===== src/common/sgdc_pkg.sv =====
// constants and types shared by the pin, strap and data path register slice
package sgdc_pkg;

    // ------------------------------------------------------------------
    // timing
    // ------------------------------------------------------------------
    localparam int unsigned CLK_PERIOD_NS = 20;
    localparam int unsigned STRAP_SETTLE_NS = 10000;
    // least time, so round up to whole cycles
    localparam int unsigned STRAP_SETTLE_CYC =
        (STRAP_SETTLE_NS + CLK_PERIOD_NS - 1) / CLK_PERIOD_NS;

    // ------------------------------------------------------------------
    // register indices (byte address is four times the index)
    // ------------------------------------------------------------------
    localparam logic [5:0] IDX_PIN_CFG = 6'h11;
    localparam logic [5:0] IDX_DP_CTRL = 6'h12;
    localparam logic [5:0] IDX_STRAP = 6'h13;
    localparam logic [5:0] IDX_PIN_IN = 6'h18;

    // ------------------------------------------------------------------
    // reset values and writable masks
    // ------------------------------------------------------------------
    localparam logic [7:0] RST_PIN_CFG = 8'h00;
    localparam logic [7:0] RST_DP_CTRL = 8'h00;
    localparam logic [7:0] RST_STRAP = 8'h88;
    localparam logic [7:0] MASK_PIN_CFG = 8'hbb;
    localparam logic [7:0] MASK_DP_CTRL = 8'h7f;

    // ------------------------------------------------------------------
    // field positions
    // ------------------------------------------------------------------
    localparam int unsigned PIN8_OUT_BIT = 7;
    localparam int unsigned PIN8_MODE_LSB = 4;
    localparam int unsigned PIN7_OUT_BIT = 3;
    localparam int unsigned PIN7_MODE_LSB = 0;
    localparam int unsigned ST_DONE1_BIT = 7;
    localparam int unsigned ST_DEC1_LSB = 4;
    localparam int unsigned ST_DONE0_BIT = 3;
    localparam int unsigned ST_DEC0_LSB = 0;

    // ------------------------------------------------------------------
    // types
    // ------------------------------------------------------------------
    typedef enum logic [1:0] {
        PM_FUNC = 2'h0,
        PM_GP_OUT = 2'h1,
        PM_HIZ = 2'h2,
        PM_GP_IN = 2'h3
    } sgdc_pin_mode_t;

    typedef struct packed {
        logic rsvd;
        logic bypass;
        logic dv_pol;
        logic regen;
        logic b_ovr;
        logic w18;
        logic xport;
        logic b_en;
    } sgdc_dp_ctrl_t;

    typedef struct packed {
        logic done;
        logic [2:0] dec;
    } sgdc_strap_t;

endpackage : sgdc_pkg


===== src/logic/sgdc_pin_ctrl.sv =====
// one general-purpose pin: mode decode, pad drive and input sampling
`timescale 1ns/1ps
module sgdc_pin_ctrl (
    // clock and reset
    input wire logic clk,
    input wire logic rst_n,
    // control
    input sgdc_pkg::sgdc_pin_mode_t mode,
    input wire logic out_val,
    // pad
    input wire logic pad_in,
    output logic pad_out_q,
    output logic pad_oe_n_q,
    // sampled input
    output logic func_in_q,
    output logic gpio_in_q
);

    logic pad_s1_q;
    logic pad_s2_q;

    always_ff @(posedge clk) begin
        if (!rst_n) begin
            pad_s1_q <= 1'b0;
            pad_s2_q <= 1'b0;
        end else begin
            pad_s1_q <= pad_in;
            pad_s2_q <= pad_s1_q;
        end
    end

    always_ff @(posedge clk) begin
        if (!rst_n) begin
            pad_out_q <= 1'b0;
            pad_oe_n_q <= 1'b1;
        end else begin
            case (mode)
                sgdc_pkg::PM_GP_OUT: begin
                    pad_out_q <= out_val;
                    pad_oe_n_q <= 1'b0;
                end
                default: begin
                    // functional, high impedance or gp input: release
                    pad_out_q <= 1'b0;
                    pad_oe_n_q <= 1'b1;
                end
            endcase
        end
    end

    always_ff @(posedge clk) begin
        if (!rst_n) begin
            func_in_q <= 1'b0;
            gpio_in_q <= 1'b0;
        end else begin
            func_in_q <= (mode == sgdc_pkg::PM_FUNC) & pad_s2_q;
            gpio_in_q <= (mode == sgdc_pkg::PM_GP_IN) & pad_s2_q;
        end
    end

    gp_out_drive_a: assert property (
        @(posedge clk) disable iff (!rst_n)
        mode == sgdc_pkg::PM_GP_OUT
        |=> !pad_oe_n_q && pad_out_q == $past(out_val))
        else $error("pin not driving output value in gp output mode");

    hiz_release_a: assert property (
        @(posedge clk) disable iff (!rst_n)
        mode != sgdc_pkg::PM_GP_OUT |=> pad_oe_n_q && !pad_out_q)
        else $error("pin driven outside gp output mode");

endmodule : sgdc_pin_ctrl


===== src/logic/sgdc_strap_latch.sv =====
// multi-level strap: synchronise decoded level, wait to settle, latch once
`timescale 1ns/1ps
module sgdc_strap_latch #(
    parameter int unsigned SETTLE_CYC = sgdc_pkg::STRAP_SETTLE_CYC
) (
    // clock and reset
    input wire logic clk,
    input wire logic rst_n,
    // level from the strap comparators
    input wire logic [2:0] level,
    // latched result
    output sgdc_pkg::sgdc_strap_t strap_q
);

    typedef enum logic [2:0] {
        ST_IDLE = 3'b001,
        ST_SETTLE = 3'b010,
        ST_DONE = 3'b100
    } sgdc_strap_st_t;

    sgdc_strap_st_t state_q;
    logic [2:0] lvl_s1_q;
    logic [2:0] lvl_s2_q;
    logic [2:0] lvl_prev_q;
    logic [15:0] cnt_q;

    always_ff @(posedge clk) begin
        if (!rst_n) begin
            lvl_s1_q <= 3'h0;
            lvl_s2_q <= 3'h0;
            lvl_prev_q <= 3'h0;
        end else begin
            lvl_s1_q <= level;
            lvl_s2_q <= lvl_s1_q;
            lvl_prev_q <= lvl_s2_q;
        end
    end

    // level must hold unchanged for the full settle time before latching
    always_ff @(posedge clk) begin
        if (!rst_n) begin
            state_q <= ST_IDLE;
            cnt_q <= 16'h0000;
            strap_q <= '{done: 1'b1, dec: 3'h0};
        end else begin
            case (state_q)
                ST_IDLE: begin
                    // let the two sync stages fill; the reset zero left in lvl_prev_q counts once if the level is zero
                    if (cnt_q == 16'h0001) begin
                        state_q <= ST_SETTLE;
                        cnt_q <= 16'h0000;
                    end else begin
                        cnt_q <= cnt_q + 16'h0001;
                    end
                    strap_q.done <= 1'b0;
                end
                ST_SETTLE: begin
                    if (lvl_s2_q != lvl_prev_q) begin
                        cnt_q <= 16'h0000;
                    end else if (cnt_q >= 16'(SETTLE_CYC - 1)) begin
                        state_q <= ST_DONE;
                        strap_q <= '{done: 1'b1, dec: lvl_s2_q};
                    end else begin
                        cnt_q <= cnt_q + 16'h0001;
                    end
                end
                ST_DONE: begin
                    state_q <= ST_DONE;
                end
                default: begin
                    state_q <= ST_IDLE;
                end
            endcase
        end
    end

    latched_hold_a: assert property (
        @(posedge clk) disable iff (!rst_n)
        state_q == ST_DONE |=> strap_q.done && $stable(strap_q.dec))
        else $error("strap result changed after latching");

endmodule : sgdc_strap_latch


===== src/logic/sgdc_cfg_top.sv =====
// apb register slice: pin pair config, data path control, strap status
//
// The APB register port was chosen for this implementation.
`timescale 1ns/1ps
module sgdc_cfg_top #(
    parameter int unsigned STRAP_SETTLE_CYC = sgdc_pkg::STRAP_SETTLE_CYC
) (
    // clock and reset
    input wire logic clk,
    input wire logic rst_n,
    // apb slave
    input wire logic psel,
    input wire logic penable,
    input wire logic pwrite,
    input wire logic [7:0] paddr,
    input wire logic [31:0] pwdata,
    output logic [31:0] prdata,
    output logic pready,
    output logic pslverr,
    // general-purpose pin seven
    input wire logic aux_pin_seven_in,
    output logic aux_pin_seven_out,
    output logic aux_pin_seven_oe_n,
    output logic aux_pin_seven_func,
    // general-purpose pin eight
    input wire logic aux_pin_eight_in,
    output logic aux_pin_eight_out,
    output logic aux_pin_eight_oe_n,
    output logic aux_pin_eight_func,
    // strap comparator levels
    input wire logic [2:0] strap_pin_first_level,
    input wire logic [2:0] strap_pin_second_level,
    // video and audio path
    input wire logic pixel_valid_strobe,
    input wire logic repeater_mode,
    input wire logic inband_two_ch,
    output logic colour_data_en,
    output logic audio_packet_en,
    output logic video_18bit,
    output logic audio_in_frame,
    output logic audio_regen,
    output logic second_audio_en
);

    // ------------------------------------------------------------------
    // decode helpers
    // ------------------------------------------------------------------
    function automatic logic reg_hit(input logic [7:0] a,
                                     input logic [5:0] idx);
        reg_hit = (a[1:0] == 2'b00) && (a[7:2] == idx);
    endfunction : reg_hit

    function automatic logic any_hit(input logic [7:0] a);
        any_hit = reg_hit(a, sgdc_pkg::IDX_PIN_CFG)
            || reg_hit(a, sgdc_pkg::IDX_DP_CTRL)
            || reg_hit(a, sgdc_pkg::IDX_STRAP)
            || reg_hit(a, sgdc_pkg::IDX_PIN_IN);
    endfunction : any_hit

    // ------------------------------------------------------------------
    // state
    // ------------------------------------------------------------------
    logic [7:0] pin_cfg_q;
    sgdc_pkg::sgdc_dp_ctrl_t dp_q;
    sgdc_pkg::sgdc_strap_t strap0;
    sgdc_pkg::sgdc_strap_t strap1;
    logic [7:0] strap_rd;
    logic gp_in7;
    logic gp_in8;
    logic pready_q;
    logic pslverr_q;
    logic [31:0] prdata_q;
    logic [31:0] rd_val;
    logic strobe_s1_q;
    logic strobe_s2_q;
    logic colour_en_q;
    logic audio_pkt_q;
    logic w18_q;
    logic xport_q;
    logic regen_q;
    logic b_en_q;
    logic b_en_d;
    logic access;
    logic commit;

    assign access = psel & penable;
    assign commit = access & pready_q;

    // ------------------------------------------------------------------
    // apb handshake: one wait state, answer registered
    // ------------------------------------------------------------------
    always_ff @(posedge clk) begin
        if (!rst_n) begin
            pready_q <= 1'b0;
        end else begin
            pready_q <= access & !pready_q;
        end
    end

    always_ff @(posedge clk) begin
        if (!rst_n) begin
            prdata_q <= 32'h0000_0000;
            pslverr_q <= 1'b0;
        end else if (access && !pready_q) begin
            prdata_q <= pwrite ? 32'h0000_0000 : rd_val;
            pslverr_q <= !any_hit(paddr);
        end else if (commit) begin
            pslverr_q <= 1'b0;
        end
    end

    // ------------------------------------------------------------------
    // read mux
    // ------------------------------------------------------------------
    always_comb begin
        strap_rd = 8'h00;
        strap_rd[sgdc_pkg::ST_DONE1_BIT] = strap1.done;
        strap_rd[sgdc_pkg::ST_DEC1_LSB +: 3] = strap1.dec;
        strap_rd[sgdc_pkg::ST_DONE0_BIT] = strap0.done;
        strap_rd[sgdc_pkg::ST_DEC0_LSB +: 3] = strap0.dec;
    end

    always_comb begin
        rd_val = 32'h0000_0000;
        if (reg_hit(paddr, sgdc_pkg::IDX_PIN_CFG)) begin
            rd_val[7:0] = pin_cfg_q & sgdc_pkg::MASK_PIN_CFG;
        end else if (reg_hit(paddr, sgdc_pkg::IDX_DP_CTRL)) begin
            rd_val[7:0] = dp_q & sgdc_pkg::MASK_DP_CTRL;
        end else if (reg_hit(paddr, sgdc_pkg::IDX_STRAP)) begin
            rd_val[7:0] = strap_rd;
        end else if (reg_hit(paddr, sgdc_pkg::IDX_PIN_IN)) begin
            rd_val[1:0] = {gp_in8, gp_in7};
        end
    end

    // ------------------------------------------------------------------
    // writable registers
    // ------------------------------------------------------------------
    // reserved bits are masked on the way in, so they can never set
    always_ff @(posedge clk) begin
        if (!rst_n) begin
            pin_cfg_q <= sgdc_pkg::RST_PIN_CFG;
        end else if (commit && pwrite
                     && reg_hit(paddr, sgdc_pkg::IDX_PIN_CFG)) begin
            pin_cfg_q <= pwdata[7:0] & sgdc_pkg::MASK_PIN_CFG;
        end
    end

    always_ff @(posedge clk) begin
        if (!rst_n) begin
            dp_q <= sgdc_pkg::RST_DP_CTRL;
        end else if (commit && pwrite
                     && reg_hit(paddr, sgdc_pkg::IDX_DP_CTRL)) begin
            dp_q <= pwdata[7:0] & sgdc_pkg::MASK_DP_CTRL;
        end
    end

    // ------------------------------------------------------------------
    // general-purpose pins
    // ------------------------------------------------------------------
    sgdc_pin_ctrl u_pin_seven (
        .clk(clk),
        .rst_n(rst_n),
        .mode(sgdc_pkg::sgdc_pin_mode_t'(
            pin_cfg_q[sgdc_pkg::PIN7_MODE_LSB +: 2])),
        .out_val(pin_cfg_q[sgdc_pkg::PIN7_OUT_BIT]),
        .pad_in(aux_pin_seven_in),
        .pad_out_q(aux_pin_seven_out),
        .pad_oe_n_q(aux_pin_seven_oe_n),
        .func_in_q(aux_pin_seven_func),
        .gpio_in_q(gp_in7)
    );

    sgdc_pin_ctrl u_pin_eight (
        .clk(clk),
        .rst_n(rst_n),
        .mode(sgdc_pkg::sgdc_pin_mode_t'(
            pin_cfg_q[sgdc_pkg::PIN8_MODE_LSB +: 2])),
        .out_val(pin_cfg_q[sgdc_pkg::PIN8_OUT_BIT]),
        .pad_in(aux_pin_eight_in),
        .pad_out_q(aux_pin_eight_out),
        .pad_oe_n_q(aux_pin_eight_oe_n),
        .func_in_q(aux_pin_eight_func),
        .gpio_in_q(gp_in8)
    );

    // ------------------------------------------------------------------
    // strap latches
    // ------------------------------------------------------------------
    sgdc_strap_latch #(
        .SETTLE_CYC(STRAP_SETTLE_CYC)
    ) u_strap_first (
        .clk(clk),
        .rst_n(rst_n),
        .level(strap_pin_first_level),
        .strap_q(strap0)
    );

    sgdc_strap_latch #(
        .SETTLE_CYC(STRAP_SETTLE_CYC)
    ) u_strap_second (
        .clk(clk),
        .rst_n(rst_n),
        .level(strap_pin_second_level),
        .strap_q(strap1)
    );

    // ------------------------------------------------------------------
    // video and audio path controls
    // ------------------------------------------------------------------
    always_ff @(posedge clk) begin
        if (!rst_n) begin
            strobe_s1_q <= 1'b0;
            strobe_s2_q <= 1'b0;
        end else begin
            strobe_s1_q <= pixel_valid_strobe;
            strobe_s2_q <= strobe_s1_q;
        end
    end

    // bypass wins over the strobe; packet audio has no slot in bypass
    always_ff @(posedge clk) begin
        if (!rst_n) begin
            colour_en_q <= 1'b0;
            audio_pkt_q <= 1'b1;
        end else begin
            colour_en_q <= dp_q.bypass
                | (strobe_s2_q ^ dp_q.dv_pol);
            audio_pkt_q <= !dp_q.bypass;
        end
    end

    // override forces the register bit; otherwise a repeater follows
    // in-band detection and a plain serializer keeps the register bit
    always_comb begin
        if (dp_q.b_ovr) begin
            b_en_d = dp_q.b_en;
        end else if (repeater_mode) begin
            b_en_d = inband_two_ch;
        end else begin
            b_en_d = dp_q.b_en;
        end
    end

    always_ff @(posedge clk) begin
        if (!rst_n) begin
            w18_q <= 1'b0;
            xport_q <= 1'b0;
            regen_q <= 1'b0;
            b_en_q <= 1'b0;
        end else begin
            w18_q <= dp_q.w18;
            xport_q <= dp_q.xport;
            regen_q <= repeater_mode & dp_q.regen;
            b_en_q <= b_en_d;
        end
    end

    // ------------------------------------------------------------------
    // outputs
    // ------------------------------------------------------------------
    assign prdata = prdata_q;
    assign pready = pready_q;
    assign pslverr = pslverr_q;
    assign colour_data_en = colour_en_q;
    assign audio_packet_en = audio_pkt_q;
    assign video_18bit = w18_q;
    assign audio_in_frame = xport_q;
    assign audio_regen = regen_q;
    assign second_audio_en = b_en_q;

    // ------------------------------------------------------------------
    // checks
    // ------------------------------------------------------------------
    dp_write_mask_a: assert property (
        @(posedge clk) disable iff (!rst_n)
        commit && pwrite && reg_hit(paddr, sgdc_pkg::IDX_DP_CTRL)
        |=> dp_q == ($past(pwdata[7:0]) & sgdc_pkg::MASK_DP_CTRL))
        else $error("data path control write not stored as masked");

    pin_write_mask_a: assert property (
        @(posedge clk) disable iff (!rst_n)
        commit && pwrite && reg_hit(paddr, sgdc_pkg::IDX_PIN_CFG)
        |=> pin_cfg_q == ($past(pwdata[7:0]) & sgdc_pkg::MASK_PIN_CFG))
        else $error("pin config write not stored as masked");

    bypass_colour_a: assert property (
        @(posedge clk) disable iff (!rst_n)
        dp_q.bypass |=> colour_data_en && !audio_packet_en)
        else $error("bypass did not force colour and block audio");

    strobe_pol_a: assert property (
        @(posedge clk) disable iff (!rst_n)
        !dp_q.bypass |=> colour_data_en == $past(strobe_s2_q ^ dp_q.dv_pol))
        else $error("strobe polarity not applied");

    b_override_a: assert property (
        @(posedge clk) disable iff (!rst_n)
        dp_q.b_ovr ##1 dp_q.b_ovr |-> second_audio_en == $past(dp_q.b_en))
        else $error("second audio override not followed");

    b_inband_a: assert property (
        @(posedge clk) disable iff (!rst_n)
        !dp_q.b_ovr && repeater_mode
        |=> second_audio_en == $past(inband_two_ch))
        else $error("repeater in-band detection not followed");

    b_plain_a: assert property (
        @(posedge clk) disable iff (!rst_n)
        !dp_q.b_ovr && !repeater_mode
        |=> second_audio_en == $past(dp_q.b_en))
        else $error("second audio enable not following its bit");

    regen_gate_a: assert property (
        @(posedge clk) disable iff (!rst_n)
        1'b1 |=> audio_regen == $past(repeater_mode && dp_q.regen))
        else $error("audio regeneration select wrong");

    width_xport_a: assert property (
        @(posedge clk) disable iff (!rst_n)
        1'b1 |=> video_18bit == $past(dp_q.w18)
            && audio_in_frame == $past(dp_q.xport))
        else $error("width or transport select lagging");

    strap_read_a: assert property (
        @(posedge clk) disable iff (!rst_n)
        access && !pready_q && !pwrite && reg_hit(paddr, sgdc_pkg::IDX_STRAP)
        |=> prdata[7:0] == {$past(strap1), $past(strap0)} && pready)
        else $error("strap status read wrong");

    reserved_zero_a: assert property (
        @(posedge clk) disable iff (!rst_n)
        pready |-> prdata[31:8] == 24'h000000 && !(pready
            && reg_hit(paddr, sgdc_pkg::IDX_PIN_CFG)
            && (prdata[6] || prdata[2])))
        else $error("reserved bits read nonzero");

    apb_wait_a: assert property (
        @(posedge clk) disable iff (!rst_n)
        access && !pready_q |=> pready ##1 !pready)
        else $error("apb answer not one wait state");

endmodule : sgdc_cfg_top


===== config.mk =====
export PLATFORM = sky130hd
export DESIGN_NAME = sgdc_cfg_top
export DESIGN_NICKNAME = d
export VERILOG_FILES = /design/src/common/sgdc_pkg.sv /design/src/logic/sgdc_pin_ctrl.sv /design/src/logic/sgdc_strap_latch.sv /design/src/logic/sgdc_cfg_top.sv
export SDC_FILE = /design/constraint.sdc
export NUM_CORES = 1
export LEC_CHECK = 0
export BUFFER_PORTS_ARGS = -buffer_cell sky130_fd_sc_hd__buf_2
export CAP_MARGIN = 25
export CORE_MARGIN = 10
export CORE_UTILIZATION = 54
export DETAILED_ROUTE_END_ITERATION = 8
export PLACE_DENSITY = 0.79
export SLEW_MARGIN = 20
export SYNTH_ARGS = -nofsm -noshare
export SYNTH_HDL_FRONTEND = slang
export SYNTH_SLANG_ARGS = --single-unit

===== constraint.sdc =====
create_clock -name clk -period 2.15 [get_ports clk]
set_input_delay 0.645 -clock clk [delete_from_list [all_inputs] [get_ports clk]]
set_output_delay 0.645 -clock clk [all_outputs]
set_load 0.01 [all_outputs]

* Word-level counts from Yosys, hierarchy flattened
Cells that the tools add are included.
** Word-level totals
- Output and inout bits :: 46
- Logic and storage cells :: 151
- Input bits :: 56
- Flip-flop bits (word level) :: 131
** Operators by class
- Magnitude comparators :: 2
- $add $sub $neg :: 2
- Mux-type cells :: 34
- Equality and inequality tests :: 26
- Bitwise logic cells :: 12
- Reductions and logical operators :: 30
** Operators by type and width (number)
- 2-to-1 mux 16 bit :: 6
- one-hot mux 16 bit (2 select lines) :: 2
- adder 16 x 1 -> 16 bit, second input constant :: 2
- equality test 16 x 1 -> 1 bit, second input constant :: 2
- greater-or-equal comparator 16 x 9 -> 1 bit, second input constant :: 2
- equality test 6 x 5 -> 1 bit, second input constant :: 4
- 2-to-1 mux 8 bit :: 3
- 2-to-1 mux 3 bit :: 6
- one-hot mux 3 bit (3 select lines) :: 2
- AND reduction 3 bit :: 6
- 2-to-1 mux 4 bit :: 4
- AND 1 bit :: 8
- logical AND 1 bit :: 8
- != test 2 x 1 -> 1 bit, second input constant :: 4
- AND reduction 2 bit :: 4
- equality test 3 x 1 -> 1 bit, second input constant :: 2
- equality test 3 x 2 -> 1 bit, second input constant :: 2
- equality test 3 bit, second input constant :: 2
- zero test 2 bit :: 3
- 2-to-1 mux 1 bit :: 6
- 2-to-1 mux 6 bit :: 1
- != test 3 x 2 -> 1 bit, second input constant :: 2
- != test 3 bit :: 2
- nonzero test 2 bit :: 3
- other kinds (10) :: 20

* Logic depth before layout (Yosys ltp)
- Depth after elaboration :: 7
- Mapped depth :: 8
- Mapped depth without buffers :: 7

* By module
A second synthesis with hierarchy kept.
** Second synthesis, totals
- Cells, all modules :: 562
- Area, all modules :: 5358.9 um^2
** By module, submodules not included
- sgdc_strap_latch :: instances 2, area an instance 1760.4 um^2, cells an instance 188, sequential area each 640.6 um^2
- sgdc_cfg_top :: instances 1, area an instance 1490.2 um^2, cells an instance 162, sequential area each 620.6 um^2
- sgdc_pin_ctrl :: instances 2, area an instance 173.9 um^2, cells an instance 12, sequential area each 120.1 um^2

* Worst setup path before layout
OpenSTA, ideal clock, no wires.
- Path kind :: in2reg
- From :: input paddr[1]
- To :: register dp_q[0] (netlist bit)
- Library setup time :: 0.128 ns
- Cell stages on the path :: 5
- Path buffers :: 0
- Slack :: 0.117 ns
- Data required time :: 2.022 ns
- Data arrival time :: 1.905 ns
- Path through :: nor4_2 -> nand4b_1 -> nor3_4 -> mux2i_1 -> nor2_1
** Between the ends
- Word-level cells in the longest chain between the ends :: 3
** RTL lines
- start, declared :: line sgdc_cfg_top.sv:15 : input wire logic [7:0] paddr,
- zero test 2 bit :: line sgdc_cfg_top.sv:50 : reg_hit = (a[1:0] == 2'b00) && (a[7:2] == idx);
- logical AND 1 bit :: line sgdc_cfg_top.sv:50
- logical AND 1 bit :: line sgdc_cfg_top.sv:153 : && reg_hit(paddr, sgdc_pkg::IDX_DP_CTRL)) begin
- end signal, assigned :: line sgdc_cfg_top.sv:151 : dp_q <= sgdc_pkg::RST_DP_CTRL;
- end signal, assigned :: line sgdc_cfg_top.sv:154 : dp_q <= pwdata[7:0] & sgdc_pkg::MASK_DP_CTRL;
- end, declared :: line sgdc_cfg_top.sv:64 : sgdc_pkg::sgdc_dp_ctrl_t dp_q;
Every way passes these cells.
A chain may end at the register's enable or synchronous reset.

* Worst setup path after layout
- From :: register u_strap_first.cnt_q[4]
- To :: register u_strap_first.cnt_q[2]
** Between the ends
- Word-level cells in the longest chain between the ends :: 3
- Elaborated cells on any way between the ends :: 6
- Those cells by class :: 1 x order compare; 2 x eq/ne; 2 x mux; 1 x reduce/logical
** RTL lines
- start, declared :: line sgdc_strap_latch.sv:25 : logic [15:0] cnt_q;
- start signal, assigned :: line sgdc_strap_latch.sv:53 : cnt_q <= cnt_q + 16'h0001;
- start signal, assigned :: line sgdc_strap_latch.sv:64 : cnt_q <= cnt_q + 16'h0001;
- greater-or-equal comparator 16 x 9 -> 1 bit or equality test 16 x 1 -> 1 bit (tied branches) :: line sgdc_strap_latch.sv:60, sgdc_strap_latch.sv:49
- != test 3 x 2 -> 1 bit (no line) or 2-to-1 mux 16 bit (tied branches)
- AND reduction 2 bit (no line) or one-hot mux 16 bit (2 select lines) (tied branches)
Parallel ways exist; a longest one is shown, timed or not.

==> reports/metrics.yaml <==
run_status:
  status: "complete, no violations"
synthesis:
  seq_area_frac_synth_pct: 45.57
  yosysWarnings: 0
  synth_flop_cell: "dfxtp_1"
  synth_edf_count: 0
  netlist_area_sq_mm: 0.004701
  synthArstFlopShare_pct: 0
  synth_seq_cells: 107
  yosys.area_share.simple_pct: 25.26
  synth_fa_ha_area_share_pct: 1.065
  synth_top_family_by_area: "simple AND/OR/NAND/NOR gates"
  ys_types: 54
  yosys-mux-area-fraction_pct: 5.004
  synth_cells: 519
  synth_area_per_cell_sq_um: 9.057
  synthXorXnorAreaFrac_pct: 2.795
  synth_compound_area_share_pct: 13.57
clock_network:
  clock_latency_ps: 370
  cts_root_buf: "clkbuf_8"
  clk_path_buf_depth: 2
  clock-sinks: 107
  cts_tree: "yes"
  htreeDepth: 3
  cts.clk_slew.worst_paths_ps: 100
  cts_buffers: 9
sta:
  max_freq_mhz: 485.5
  hold_violations: 0
  period_needed_ps: 2060
  min_period_over_period_pct: 95.81
  setup_violations: 0
  fin_ws_ps: 90.07
  fin_skew_ps: 8.202
  final-max-slew-violation-count: 0
global_route:
  grt_pass1_vias: 3769
  antenna_found_initial: 0
  grt_max_degree: 43
  track_usage_pct: 16.04
  grt_pass1_wl_mm: 17.61
  overflow: 0
floorplan:
  coreArea_sq_mm: 0.008341
  ios: 102
  die_h_um: 113.3
  die_area_sq_mm: 0.01284
  rows: 33
  die_w_um: 113.3
  initial_core_util_pct: 56.36
power:
  switching_power_mw: 1.330
  leakagePower_nw: 2.048
  switching_share_pct: 31.76
  p_comb_share_pct: 21.0
  power_density_mw_per_mm2: 787.3
  p_clk_share_pct: 27.4
  p_seq_share_pct: 51.6
  internal-power_mw: 2.857
  power_mw: 4.187
  ir_drop_v: 0.0005351
placement:
  placed_area_sq_mm: 0.005071
  dpl.hpwl_mm: 7.732
  gp_congestion: 0.8390
  dpl_worst_slack_ps: -119.3
  portBuffers: 53
critical_path:
  worstSetupStartpoint: "u_strap_first.cnt_q[4]"
  cp-endpoint: "u_strap_first.cnt_q[2]"
  r2r_start: "u_strap_first.cnt_q[4]"
  startpoint_type: "flip-flop"
  worstSetupPathType: "reg2reg"
  cp-end-kind: "flip-flop"
  required_ps: 2420
  ff2ff_setup_slack_ps: 90
  rr_worst_depth: 8
  arrival_ps: 2330
  cp_max_fo: 8
  r2r-end: "u_strap_first.cnt_q[2]"
drt:
  vias: 3902
  wl_per_cell_um: 15.17
  antenna_left: 0
  drcViolationCount: 0
  wirelength_mm: 10.54
  drt_iter0_drc: 243
  via_per_inst: 5.614
  first_pass_iters: 5
cells_and_area:
  syn2layout_area_growth_pct: 13.12
  drive_gt1_share_pct: 18.31
  mostFrequentLayoutCells: "dfxtp_1, buf_2, nor2_1, a21oi_1, nand2_1"
  postLayoutCellArea_sq_mm: 0.005318
  nNetsFinal: 645
  antennaDiodeCount: 0
  final_common_cell: "dfxtp_1"
worst_hold_path:
  hp-class: "reg2reg"
job:
  max-cap-violations: 0
[cell type report]
class                   instances  area [sq um]
flip-flops and latches        107          2143
clock buffers                   9         123.9
inverters                      12         45.04
repair buffers                 74         435.4
multi-input cells             381          2377
fillers                       688          3023
well taps                     105         131.4
clock inverters                 7         61.31
[power by group through the flow]
stage	sequential (mW)	combinational [mW]	clock (mW)
2_1_floorplan	2.19	0.621	0
3_3_place_gp	2.19	0.805	0
3_5_place_dp	2.20	0.840	0
4_1_cts	2.16	0.848	1.17
5_1_grt	2.17	0.996	1.26
6_report	2.16	0.880	1.15
[cells in the mapped netlist, types with 2 or more instances]
master	n	area share (%)
nor4_1	6	0.80
xor2_1	7	1.3
ha_1	4	1.1
and2_1	24	3.2
nor3_4	2	0.69
xnor2_1	8	1.5
and3_1	7	0.93
o31ai_1	15	2.4
nand4_1	7	0.93
or3_1	9	1.2
o41ai_1	2	0.37
o211ai_1	2	0.32
mux2i_1	19	4.0
nand2b_1	7	0.93
and4_1	2	0.37
o21ai_0	18	1.9
or4_1	15	2.4
a32oi_1	2	0.37
buf_2	4	0.43
nor2_1	44	3.5
nand3b_1	4	0.64
nand3_1	17	1.8
nor3_1	14	1.5
inv_1	12	0.96
nor4b_1	2	0.37
nand2_1	34	2.7
dfxtp_1	107	46
a21oi_1	35	3.7
mux2_2	4	0.96
o311ai_0	3	0.56
o21ai_1	7	0.75
a2bb2oi_1	6	1.1
a211oi_1	3	0.48
or4b_1	3	0.64
buf_4	25	4.0
nor2b_1	8	1.1
clkbuf_1	12	0.96
a22oi_1	3	0.48
[sequential cells by signal (all words and copies together) (netlist names), 3 cells and up]
| name | cells |
|---|---|
| dp_q | 7 |
| pin_cfg_q | 6 |
| prdata | 8 |
| u_strap_first.cnt_q | 16 |
| u_strap_first.lvl_prev_q | 3 |
| u_strap_first.lvl_s1_q | 3 |
| u_strap_first.lvl_s2_q | 3 |
| u_strap_first.state_q | 3 |
| u_strap_first.strap_q | 4 |
| u_strap_second.cnt_q | 16 |
| u_strap_second.lvl_prev_q | 3 |
| u_strap_second.lvl_s1_q | 3 |
| u_strap_second.lvl_s2_q | 3 |
| u_strap_second.state_q | 3 |
| u_strap_second.strap_q | 4 |
[cells by family after synthesis]
kind of cell,count (synthesis)
AND/OR/NAND/NOR,213
flip-flops,107
AO/OA/AOI/OAI,101
buffers and inverters,55
multiplexers,23
XOR/XNOR,15
adder cells (fa/ha/maj),4
other,1
[worst min-delay path by stage]
stage          slack (ps)                        from  depth (start not counted)                         end
2_1_floorplan         380                     dp_q[6]                          1             audio_packet_en
3_3_place_gp          420  u_strap_second.lvl_s1_q[1]                          1  u_strap_second.lvl_s2_q[1]
3_5_place_dp          420        u_pin_seven.pad_s1_q                          1        u_pin_seven.pad_s2_q
4_1_cts               450   u_strap_first.lvl_s1_q[1]                          1   u_strap_first.lvl_s2_q[1]
5_1_grt               450            aux_pin_eight_in                          2        u_pin_eight.pad_s1_q
6_report              440   u_strap_first.lvl_s1_q[1]                          1   u_strap_first.lvl_s2_q[1]
[repair_timing]
action	CTS	global route
resized for setup	0	7
buffers inserted	0	2
hold buffers	0	0
setup endpoints to repair	0	16
[stage by stage]
step	hold slack (ps)	std cells	setup TNS, ps	utilization (%)
global route	451.9	695	-241.4	63.76
floorplan	383.1	542	0	-
finish	443.9	695	0	63.76
detailed placement	421.9	676	-1128	60.80
global placement	416.1	676	-248.0	60.80
CTS	447.9	692	0	63.02
[metal layers]
metal  track usage [%]  up-vias  share of wire [%]
met5                 0        -                  0
met4             4.907        0                1.1
met3             4.649       13                5.7
met2             26.88       98                 50
met1             19.38     1842                 43
li1                  -     1949                  -
[critical path: stages, from the launching register on]
cell and delay (ps):
dfxtp_1 470, nand4_1 170, o311a_1 440, buf_4 170
buf_4 130, buf_4 150, o211ai_1 200, xor2_1 180
nor2_1 60
No activity file was read; power rests on OpenSTA's default activity.
